==> src/logic/fsws_defines.vh <==
// constants for the flash self-write sequencer
`ifndef FSWS_DEFINES_VH
`define FSWS_DEFINES_VH
// register addresses on the plain port
`define FSWS_ADDR_CONTROL 4'h0
`define FSWS_ADDR_UNLOCK 4'h1
`define FSWS_ADDR_ADDR_LOW 4'h2
`define FSWS_ADDR_ADDR_HIGH 4'h3
`define FSWS_ADDR_DATA_LOW 4'h4
`define FSWS_ADDR_DATA_HIGH 4'h5
`define FSWS_ADDR_STATUS 4'h6
`define FSWS_ADDR_CONFIG 4'h7
// control register fields
`define FSWS_CTL_SELECT 7
`define FSWS_CTL_ABORT 3
`define FSWS_CTL_ARM 2
`define FSWS_CTL_START 1
`define FSWS_CTL_READ 0
// status register fields
`define FSWS_STA_DONE 0
`define FSWS_STA_BUSY 1
`define FSWS_STA_STALL 2
// config register fields (sticky protection)
`define FSWS_CFG_CP0 0
`define FSWS_CFG_CP1 1
`define FSWS_CFG_DPROT 2
// unlock key values
`define FSWS_KEY_FIRST 8'h55
`define FSWS_KEY_SECOND 8'haa
// timing: write time in microseconds, clock in MHz
`define FSWS_WRITE_TIME_US 8
`define FSWS_CLOCK_MHZ 40
`define FSWS_WRITE_CYCLES (`FSWS_WRITE_TIME_US * `FSWS_CLOCK_MHZ)
`define FSWS_SETUP_SLOTS 2
// power-up block time
`define FSWS_PWRUP_TIME_US 72
`define FSWS_PWRUP_CYCLES (`FSWS_PWRUP_TIME_US * `FSWS_CLOCK_MHZ)
`endif

==> src/logic/fsws_top.v <==
// flash self-write sequencer: registers, unlock, stall and programming control
//
// How it works
// - stall core during write; clocks keep running
// - stall after second no-op slot, resume at write end
// - write permit clear blocks all writes
// - start accepted only if armed earlier
// - disarming mid-cycle does not abort write
// - completion clears start, sets done flag
// - no automatic read-back after writing
// - power-up clears arm, timer blocks writes
// - data memory access ignores data protect
// - protect with data protect clear kills serial port
// - protect bits never block internal reads
// - protection clears by full erase or reset
// - select bit frozen while operation runs
// - start bit only settable; hardware clears
// - master or watchdog reset mid-write sets abort flag
`timescale 1ns/1ps
`include "fsws_defines.vh"
module fsws_top
#(
   parameter ADDR_WIDTH = 13,
   parameter WRITE_CYCLES = `FSWS_WRITE_CYCLES,
   parameter PWRUP_CYCLES = `FSWS_PWRUP_CYCLES
)
(
   // clock, reset, enable
   input wire clock_i,
   input wire reset_i,
   input wire clock_enable_i,
   // register port
   input wire [3:0] reg_addr_i,
   input wire [7:0] reg_wdata_i,
   input wire reg_write_i,
   input wire reg_read_i,
   output reg [7:0] reg_rdata_o,
   // reset cause and configuration pins
   input wire power_on_i,
   input wire abort_reset_i,
   input wire flash_write_permit_i,
   input wire pwrup_timer_enable_i,
   input wire full_erase_i,
   // core instruction slot strobe
   input wire instr_slot_i,
   // flash array write port
   output reg flash_write_o,
   output reg [ADDR_WIDTH-1:0] flash_addr_o,
   output reg [13:0] flash_data_o,
   // core control and protection outputs
   output reg core_stall_o,
   output reg nvm_done_flag_o,
   output reg serial_port_disable_o
);
   localparam ST_IDLE = 2'h0;
   localparam ST_SETUP = 2'h1;
   localparam ST_WRITE = 2'h2;
   localparam [15:0] WRITE_COUNT = WRITE_CYCLES;
   localparam [15:0] PWRUP_COUNT = PWRUP_CYCLES;

   // register state
   reg [1:0] state_reg;
   reg program_memory_select_reg;
   reg program_arm_enable_reg;
   reg start_reg;
   reg nvm_abort_flag_reg;
   reg [1:0] unlock_reg;
   reg [1:0] slot_count_reg;
   reg [7:0] nvm_addr_low_reg;
   reg [7:0] nvm_addr_high_reg;
   reg [7:0] nvm_data_low_reg;
   reg [5:0] nvm_data_high_reg;
   reg [2:0] protect_reg;
   reg [15:0] pwrup_count_reg;
   reg power_seen_reg;
   wire permit_sync;
   wire pwrup_en_sync;
   wire erase_sync;
   wire timer_expired;
   wire [15:0] addr_full;
   wire timer_load;
   wire busy;
   wire write_control;
   wire write_unlock;
   wire start_request;
   wire start_ok;
   wire write_blocked;

   // configuration pin inputs pass two flops
   fsws_sync #(.WIDTH(3)) u_sync
   (
      .clock_i(clock_i),
      .reset_i(reset_i),
      .enable_i(clock_enable_i),
      .async_i({flash_write_permit_i, pwrup_timer_enable_i, full_erase_i}),
      .sync_o({permit_sync, pwrup_en_sync, erase_sync})
   );

   // programming cycle timer
   fsws_timer #(.WIDTH(16)) u_timer
   (
      .clock_i(clock_i),
      .reset_i(reset_i),
      .enable_i(clock_enable_i),
      .load_i(timer_load),
      .count_i(WRITE_COUNT),
      .expired_o(timer_expired),
      .running_o()
   );

   // decode of register accesses
   assign write_control = reg_write_i && (reg_addr_i == `FSWS_ADDR_CONTROL);
   assign write_unlock = reg_write_i && (reg_addr_i == `FSWS_ADDR_UNLOCK);
   assign addr_full = {nvm_addr_high_reg, nvm_addr_low_reg};
   assign busy = (state_reg != ST_IDLE);
   assign start_request = write_control && reg_wdata_i[`FSWS_CTL_START] && !busy;
   // writes blocked by permit pin or running power-up timer
   assign write_blocked = !permit_sync || (pwrup_count_reg != 16'h0000);
   // start needs arm from an earlier write, full unlock, program select
   assign start_ok = start_request && program_arm_enable_reg && (unlock_reg == 2'h2)
      && program_memory_select_reg && !write_blocked;
   assign timer_load = (state_reg == ST_SETUP) && (slot_count_reg == `FSWS_SETUP_SLOTS)
      && clock_enable_i;

   // power-up timer runs once after power-on reset
   always @(posedge clock_i)
   begin
      if (reset_i)
      begin
         pwrup_count_reg <= 16'h0000;
         power_seen_reg <= 1'b0;
      end
      else if (clock_enable_i)
      begin
         power_seen_reg <= 1'b1;
         if (!power_seen_reg && power_on_i && pwrup_en_sync)
            pwrup_count_reg <= PWRUP_COUNT;
         else if (pwrup_count_reg != 16'h0000)
            pwrup_count_reg <= pwrup_count_reg - 16'h0001;
      end
   end

   // unlock tracker: 55h then aah, any other access breaks it
   always @(posedge clock_i)
   begin
      if (reset_i)
         unlock_reg <= 2'h0;
      else if (clock_enable_i)
      begin
         if (write_unlock && reg_wdata_i == `FSWS_KEY_FIRST)
            unlock_reg <= 2'h1;
         else if (write_unlock && reg_wdata_i == `FSWS_KEY_SECOND && unlock_reg == 2'h1)
            unlock_reg <= 2'h2;
         else if (reg_write_i || reg_read_i)
            unlock_reg <= 2'h0;
      end
   end

   // control bits and sequencer
   always @(posedge clock_i)
   begin
      if (reset_i)
      begin
         state_reg <= ST_IDLE;
         program_memory_select_reg <= 1'b0;
         program_arm_enable_reg <= 1'b0;
         start_reg <= 1'b0;
         slot_count_reg <= 2'h0;
      end
      else if (clock_enable_i)
      begin
         if (write_control)
         begin
            program_arm_enable_reg <= reg_wdata_i[`FSWS_CTL_ARM];
            if (!busy)
               program_memory_select_reg <= reg_wdata_i[`FSWS_CTL_SELECT];
         end
         case (state_reg)
            ST_IDLE:
            begin
               slot_count_reg <= 2'h0;
               if (start_ok)
               begin
                  start_reg <= 1'b1;
                  state_reg <= ST_SETUP;
               end
            end
            ST_SETUP:
            begin
               // two no-op slots run before the stall
               if (instr_slot_i && slot_count_reg != `FSWS_SETUP_SLOTS)
                  slot_count_reg <= slot_count_reg + 2'h1;
               if (slot_count_reg == `FSWS_SETUP_SLOTS)
                  state_reg <= ST_WRITE;
            end
            ST_WRITE:
            begin
               if (timer_expired && !timer_load)
               begin
                  start_reg <= 1'b0;
                  state_reg <= ST_IDLE;
               end
            end
            default:
               state_reg <= ST_IDLE;
         endcase
      end
   end

   // abort flag: set when a master or watchdog reset lands mid-write and held
   // through the rest of that reset; a power-on reset or a clean finish clears it
   always @(posedge clock_i)
   begin
      if (reset_i)
      begin
         if (abort_reset_i && busy)
            nvm_abort_flag_reg <= 1'b1;
         else if (!abort_reset_i)
            nvm_abort_flag_reg <= 1'b0;
      end
      else if (clock_enable_i && state_reg == ST_WRITE && timer_expired)
         nvm_abort_flag_reg <= 1'b0;
   end

   // address and data holding registers
   always @(posedge clock_i)
   begin
      if (reset_i)
      begin
         nvm_addr_low_reg <= 8'h00;
         nvm_addr_high_reg <= 8'h00;
         nvm_data_low_reg <= 8'h00;
         nvm_data_high_reg <= 6'h00;
      end
      else if (clock_enable_i && reg_write_i && !busy)
      begin
         case (reg_addr_i)
            `FSWS_ADDR_ADDR_LOW: nvm_addr_low_reg <= reg_wdata_i;
            `FSWS_ADDR_ADDR_HIGH: nvm_addr_high_reg <= reg_wdata_i;
            `FSWS_ADDR_DATA_LOW: nvm_data_low_reg <= reg_wdata_i;
            `FSWS_ADDR_DATA_HIGH: nvm_data_high_reg <= reg_wdata_i[5:0];
            default: nvm_addr_low_reg <= nvm_addr_low_reg;
         endcase
      end
   end

   // sticky protection bits: set by software, cleared by full erase or reset
   always @(posedge clock_i)
   begin
      if (reset_i)
         protect_reg <= 3'h0;
      else if (clock_enable_i)
      begin
         if (erase_sync)
            protect_reg <= 3'h0;
         else if (reg_write_i && reg_addr_i == `FSWS_ADDR_CONFIG)
            protect_reg <= protect_reg | reg_wdata_i[2:0];
      end
   end

   // done flag: set wins over a same-cycle clear
   always @(posedge clock_i)
   begin
      if (reset_i)
         nvm_done_flag_o <= 1'b0;
      else if (clock_enable_i)
      begin
         if (state_reg == ST_WRITE && timer_expired)
            nvm_done_flag_o <= 1'b1;
         else if (reg_write_i && reg_addr_i == `FSWS_ADDR_STATUS && reg_wdata_i[`FSWS_STA_DONE])
            nvm_done_flag_o <= 1'b0;
      end
   end

   // outputs to core and flash array; no read-back compare follows
   always @(posedge clock_i)
   begin
      if (reset_i)
      begin
         core_stall_o <= 1'b0;
         flash_write_o <= 1'b0;
         flash_addr_o <= {ADDR_WIDTH{1'b0}};
         flash_data_o <= 14'h0000;
         serial_port_disable_o <= 1'b0;
      end
      else if (clock_enable_i)
      begin
         // stall only the core; clocks and interrupts untouched
         // stall starts with the program pulse so it spans the whole write time
         core_stall_o <= (timer_load || state_reg == ST_WRITE) && !(timer_expired && !timer_load);
         flash_write_o <= timer_load;
         if (timer_load)
         begin
            flash_addr_o <= addr_full[ADDR_WIDTH-1:0]; // low bits carry the word address
            flash_data_o <= {nvm_data_high_reg, nvm_data_low_reg};
         end
         // data protect bit clear plus any protection kills external access
         serial_port_disable_o <= !protect_reg[`FSWS_CFG_DPROT] && (protect_reg[1:0] != 2'h0);
      end
   end

   // register read data, one cycle after the strobe; reads never gated by protection
   always @(posedge clock_i)
   begin
      if (reset_i)
         reg_rdata_o <= 8'h00;
      else if (clock_enable_i)
      begin
         if (!reg_read_i)
            reg_rdata_o <= 8'h00;
         else
         begin
            case (reg_addr_i)
               `FSWS_ADDR_CONTROL: reg_rdata_o <= {program_memory_select_reg, 3'h0, nvm_abort_flag_reg,
                  program_arm_enable_reg, start_reg, 1'b0};
               `FSWS_ADDR_ADDR_LOW: reg_rdata_o <= nvm_addr_low_reg;
               `FSWS_ADDR_ADDR_HIGH: reg_rdata_o <= nvm_addr_high_reg;
               `FSWS_ADDR_DATA_LOW: reg_rdata_o <= nvm_data_low_reg;
               `FSWS_ADDR_DATA_HIGH: reg_rdata_o <= {2'h0, nvm_data_high_reg};
               `FSWS_ADDR_STATUS: reg_rdata_o <= {5'h00, core_stall_o, busy, nvm_done_flag_o};
               `FSWS_ADDR_CONFIG: reg_rdata_o <= {5'h00, protect_reg};
               default: reg_rdata_o <= 8'h00;
            endcase
         end
      end
   end
endmodule

==> src/logic/fsws_sync.v <==
// two-flop synchroniser for pin level inputs
`timescale 1ns/1ps
module fsws_sync
#(
   parameter WIDTH = 1
)
(
   input wire clock_i,
   input wire reset_i,
   input wire enable_i,
   input wire [WIDTH-1:0] async_i,
   output wire [WIDTH-1:0] sync_o
);
   reg [WIDTH-1:0] stage1_reg;
   reg [WIDTH-1:0] stage2_reg;
   // first stage feeds only the second; pin levels keep flowing through reset
   // so that they are already settled on the first cycle after release
   always @(posedge clock_i)
   begin
      if (reset_i || enable_i)
      begin
         stage1_reg <= async_i;
         stage2_reg <= stage1_reg;
      end
   end
   assign sync_o = stage2_reg;
endmodule

==> src/logic/fsws_timer.v <==
// down counter that times one programming cycle
`timescale 1ns/1ps
module fsws_timer
#(
   parameter WIDTH = 16
)
(
   input wire clock_i,
   input wire reset_i,
   input wire enable_i,
   input wire load_i,
   input wire [WIDTH-1:0] count_i,
   output wire expired_o,
   output wire running_o
);
   reg [WIDTH-1:0] count_reg;
   // load, then count down to zero
   always @(posedge clock_i)
   begin
      if (reset_i)
         count_reg <= {WIDTH{1'b0}};
      else if (enable_i)
      begin
         if (load_i)
            count_reg <= count_i;
         else if (count_reg != {WIDTH{1'b0}})
            count_reg <= count_reg - {{(WIDTH-1){1'b0}}, 1'b1};
      end
   end
   assign running_o = (count_reg != {WIDTH{1'b0}});
   assign expired_o = (count_reg == {{(WIDTH-1){1'b0}}, 1'b1});
endmodule

==> config.mk <==
export PLATFORM = sky130hd
export DESIGN_NAME = fsws_top
export DESIGN_NICKNAME = d
export VERILOG_FILES = /design/src/logic/fsws_top.v /design/src/logic/fsws_sync.v /design/src/logic/fsws_timer.v
export VERILOG_INCLUDE_DIRS = /design/src /design/src/logic
export SDC_FILE = /design/constraint.sdc
export NUM_CORES = 1
export LEC_CHECK = 0
export ABC_AREA = 1
export BUFFER_PORTS_ARGS = -buffer_cell sky130_fd_sc_hd__clkbuf_2
export CELL_PAD_IN_SITES_DETAIL_PLACEMENT = 0
export CELL_PAD_IN_SITES_GLOBAL_PLACEMENT = 2
export CORE_MARGIN = 2
export CORE_UTILIZATION = 31
export CTS_BUF_LIST = sky130_fd_sc_hd__clkbuf_4 sky130_fd_sc_hd__clkbuf_8 sky130_fd_sc_hd__clkbuf_16
export DETAILED_ROUTE_END_ITERATION = 10
export GPL_TIMING_DRIVEN = 0
export HOLD_SLACK_MARGIN = 0.08
export PLACE_DENSITY_LB_ADDON = 0.15
export RECOVER_POWER = 50
export SETUP_SLACK_MARGIN = 0.3
export SKIP_LAST_GASP = 1
export SYNTH_ARGS = -nofsm -noshare
export SYNTH_HDL_FRONTEND = slang
export SYNTH_SLANG_ARGS = --single-unit
==> constraint.sdc <==
create_clock -name clock_i -period 1.8 [get_ports clock_i]
set_input_delay 0.54 -clock clock_i [delete_from_list [all_inputs] [get_ports clock_i]]
set_output_delay 0.54 -clock clock_i [all_outputs]
set_load 0.05 [all_outputs]
==> flow_summary.yaml <==
outcome:
  status: "finished, final reports clean"
timing:
  finalSetupViolCount: 0
  slew_headroom: 0.609
  finalCriticalPeriod_ns: 1.57
  setup_tns_ns: 0
  hold_viol_final: 0
  fin_skew_ns: 0.00867
  max_freq_mhz: 639
  fin_ws_ns: 0.235
  report.final.slew_viol_count: 0
  tightest_slew_ns: 0.587
  post-route-period-util: 0.870
  rsz0062_at_grt: "yes"
synthesis:
  syn_nets: 761
  ys_ff_latch: 121
  synth_ff_type: "dfxtp_1"
  yosysTopAreaCell: "dfxtp_1"
  yosysWarnings: 0
  synthArstFlopShare: 0
  synthTopCellsByArea: "dfxtp_1 42%, nand2_1 11%, a21oi_1 6.3%"
  netlist_instances: 732
  synth_cell_types: 46
  ys_seq_area_frac: 0.456
  netlist_area_um2: 5470
  synth_top_area_frac: 0.417
  synth_edf_count: 7
  avgSynthCellArea_um2: 7.47
placement:
  dp_cells: 1017
  gp_congestion: 0.820
  port_buffers: 60
  hpwl_um: 12500
  dp_slack_ns: -0.317
final_layout:
  layout-drive-gt1-share: 0.329
  areaGrowthSynthToFinish_pct: 42.5
  final_nets: 871
  antennaDiodeCount: 0
  nFillCells: 1765
  layout.cells.non_filler: 1080
critical_path:
  endpoint_kind: "register"
  cp.required_ns: 1.92
  worstPathArrival_ns: 1.68
  worstSetupStartpointType: "primary input"
  critPathKind: "in2reg"
  cp_max_fo: 10
grt:
  antenna_found_initial: 0
  grt_usage: 0.189
  grt_pass1_vias: 4953
  grt_pass1_wl_um: 26400
  grt_max_degree: 17
  globalRouteOverflowTotal: 0
floorplanning:
  dieArea_um2: 18700
  coreArea_um2: 17300
  die_x_um: 137
  die_h_um: 137
  pin_count: 62
  fp-row-count: 48
  start_util: 0.316
clock_network:
  clkTransAtPathRegs_ns: 0.05
  h-tree-depth: 4
  numCtsBuffers: 17
  cts_buffer_depth: 2
  clk_latency_ns: 0.41
  cts-root-buf: "clkbuf_16"
  cts_sinks: 121
  cts_hold_buf: 0
  cts_tree: "built"
power:
  power_mw: 12.1
  leakage_nw: 3.25
  peakVddDrop_mv: 0.633
  power_density_nw_per_um2: 1560
worst_hold_path:
  hp-class: "in2reg"
route:
  drc: 0
  vias: 5208
  antenna_left: 0
  dr.pass1.iters: 7
  routed_wl_um: 17100
  vias_per_cell: 4.82
  initialDrtViolationCount: 280
  wl_per_cell_um: 15.9
flow_run:
  drv_cap: 0
-- synth_stat cells (2+ instances only) --
cell / count
xnor2_1: 4
dfxtp_1: 114
ha_1: 6
nor2_1: 88
a21oi_1: 69
o21ai_1: 4
inv_4: 2
nor2_4: 6
nor3_1: 7
o211ai_1: 2
nand2_2: 8
o31ai_1: 3
inv_2: 5
clkbuf_1: 11
nand2_1: 167
nand3_1: 30
nand4_1: 7
a211oi_1: 3
buf_6: 6
o22ai_1: 6
nor4_1: 5
o2111ai_1: 2
buf_4: 2
edfxtp_1: 7
xor2_1: 7
nor3_2: 2
buf_2: 4
o21ai_0: 69
a22o_1: 3
inv_1: 63
nor2_2: 5
-- power by group --
group	switching (mW)	leakage [nW]	internal, mW
clock network	1.24	0.317	2.56
logic	2.80	1.92	1.97
registers	0.472	1.02	3.10
total	4.51	3.25	7.63
-- layout make-up --
class / count / area, um^2 / area share
Inverter: 70 / 283 / 0.0363
Tap cell: 225 / 282 / 0.0361
Sequential cell: 121 / 2570 / 0.329
Clock buffer: 21 / 468 / 0.0600
Clock inverter: 11 / 193 / 0.0247
Timing Repair inverter: 1 / 3.75 / 0.000482
Multi-Input combinational cell: 519 / 2910 / 0.374
Timing Repair Buffer: 89 / 900 / 0.115
Buffer: 23 / 186 / 0.0239
-- per-layer routing --
metal	up-vias	part of all wire	GRT usage	wire (um)
met5	-	0	0	0
met4	0	0.013	0.0590	230
met3	16	0.034	0.0441	578
met2	90	0.50	0.311	8500
met1	2463	0.46	0.245	7840
li1	2639	-	-	-
-- placed cells by master, fill, tap and decap left out, types with 7 or more instances in the layout --
cell / count
nor2_1: 67
clkbuf_8: 16
nor2_2: 11
buf_4: 27
xor2_1: 7
clkbuf_2: 30
dfxtp_2: 44
edfxtp_1: 7
buf_8: 22
nand2_2: 14
nand4_1: 7
nand3_1: 28
inv_1: 58
dfxtp_1: 65
inv_2: 7
nor2_4: 21
clkbuf_16: 21
a21oi_1: 66
nand2_1: 154
o21ai_0: 65
-- worst paths after layout --
check	start	endpoint	slack, ns	depth (start not counted)
max reg2reg	state_reg[0]$_SDFFE_PP0P_	nvm_data_high_reg[3]$_SDFFE_PP0P_	0.28	9
min	flash_write_permit_i	u_sync.stage1_reg[2]$_DFFE_PP_	0.31	1
max	clock_enable_i	nvm_abort_flag_reg$_SDFFCE_PN0P_	0.23	6
min reg2reg	u_sync.stage1_reg[1]$_DFFE_PP_	u_sync.sync_o[1]$_DFFE_PP_	0.43	0
-- logic make-up (layout without fill, tap and decap cells) --
kind of cell / after synthesis / in the layout / synth area share
simple gates: 334 / 335 / 0.272
compound gates: 167 / 167 / 0.166
flops: 121 / 121 / 0.456
buf+inv: 93 / 215 / 0.0753
xor+xnor: 11 / 11 / 0.0176
fa+ha+maj: 6 / 6 / 0.0137
-- stage by stage --
| stage | utilization | hold WS (ns) | instance area, um^2 |
|---|---|---|---|
| 4_1_cts | 0.425 | 0.281 | 7350 |
| 3_3_place_gp | 0.351 | 0.404 | 6070 |
| 5_1_grt | 0.451 | 0.287 | 7790 |
| 3_5_place_dp | 0.351 | 0.411 | 6070 |
| 6_report | 0.451 | 0.307 | 7790 |
| 2_1_floorplan | - | 0.400 | 5490 |
-- repair_timing --
action                                  CTS  global route
gates resized for setup                 154           132
buffers inserted                         11            16
pin swaps                                 6            26
endpoints found under the hold margin     0             0
gates cloned                              1             3
endpoints found under the setup margin  126           112
-- critical path, stage by stage --
cell      delay, ns
clkbuf_2       0.32
buf_8          0.20
inv_2          0.08
nor3_2         0.20
nand4_1        0.16
a21oi_2        0.17
Note: power is estimated with default switching activity, not from simulation.
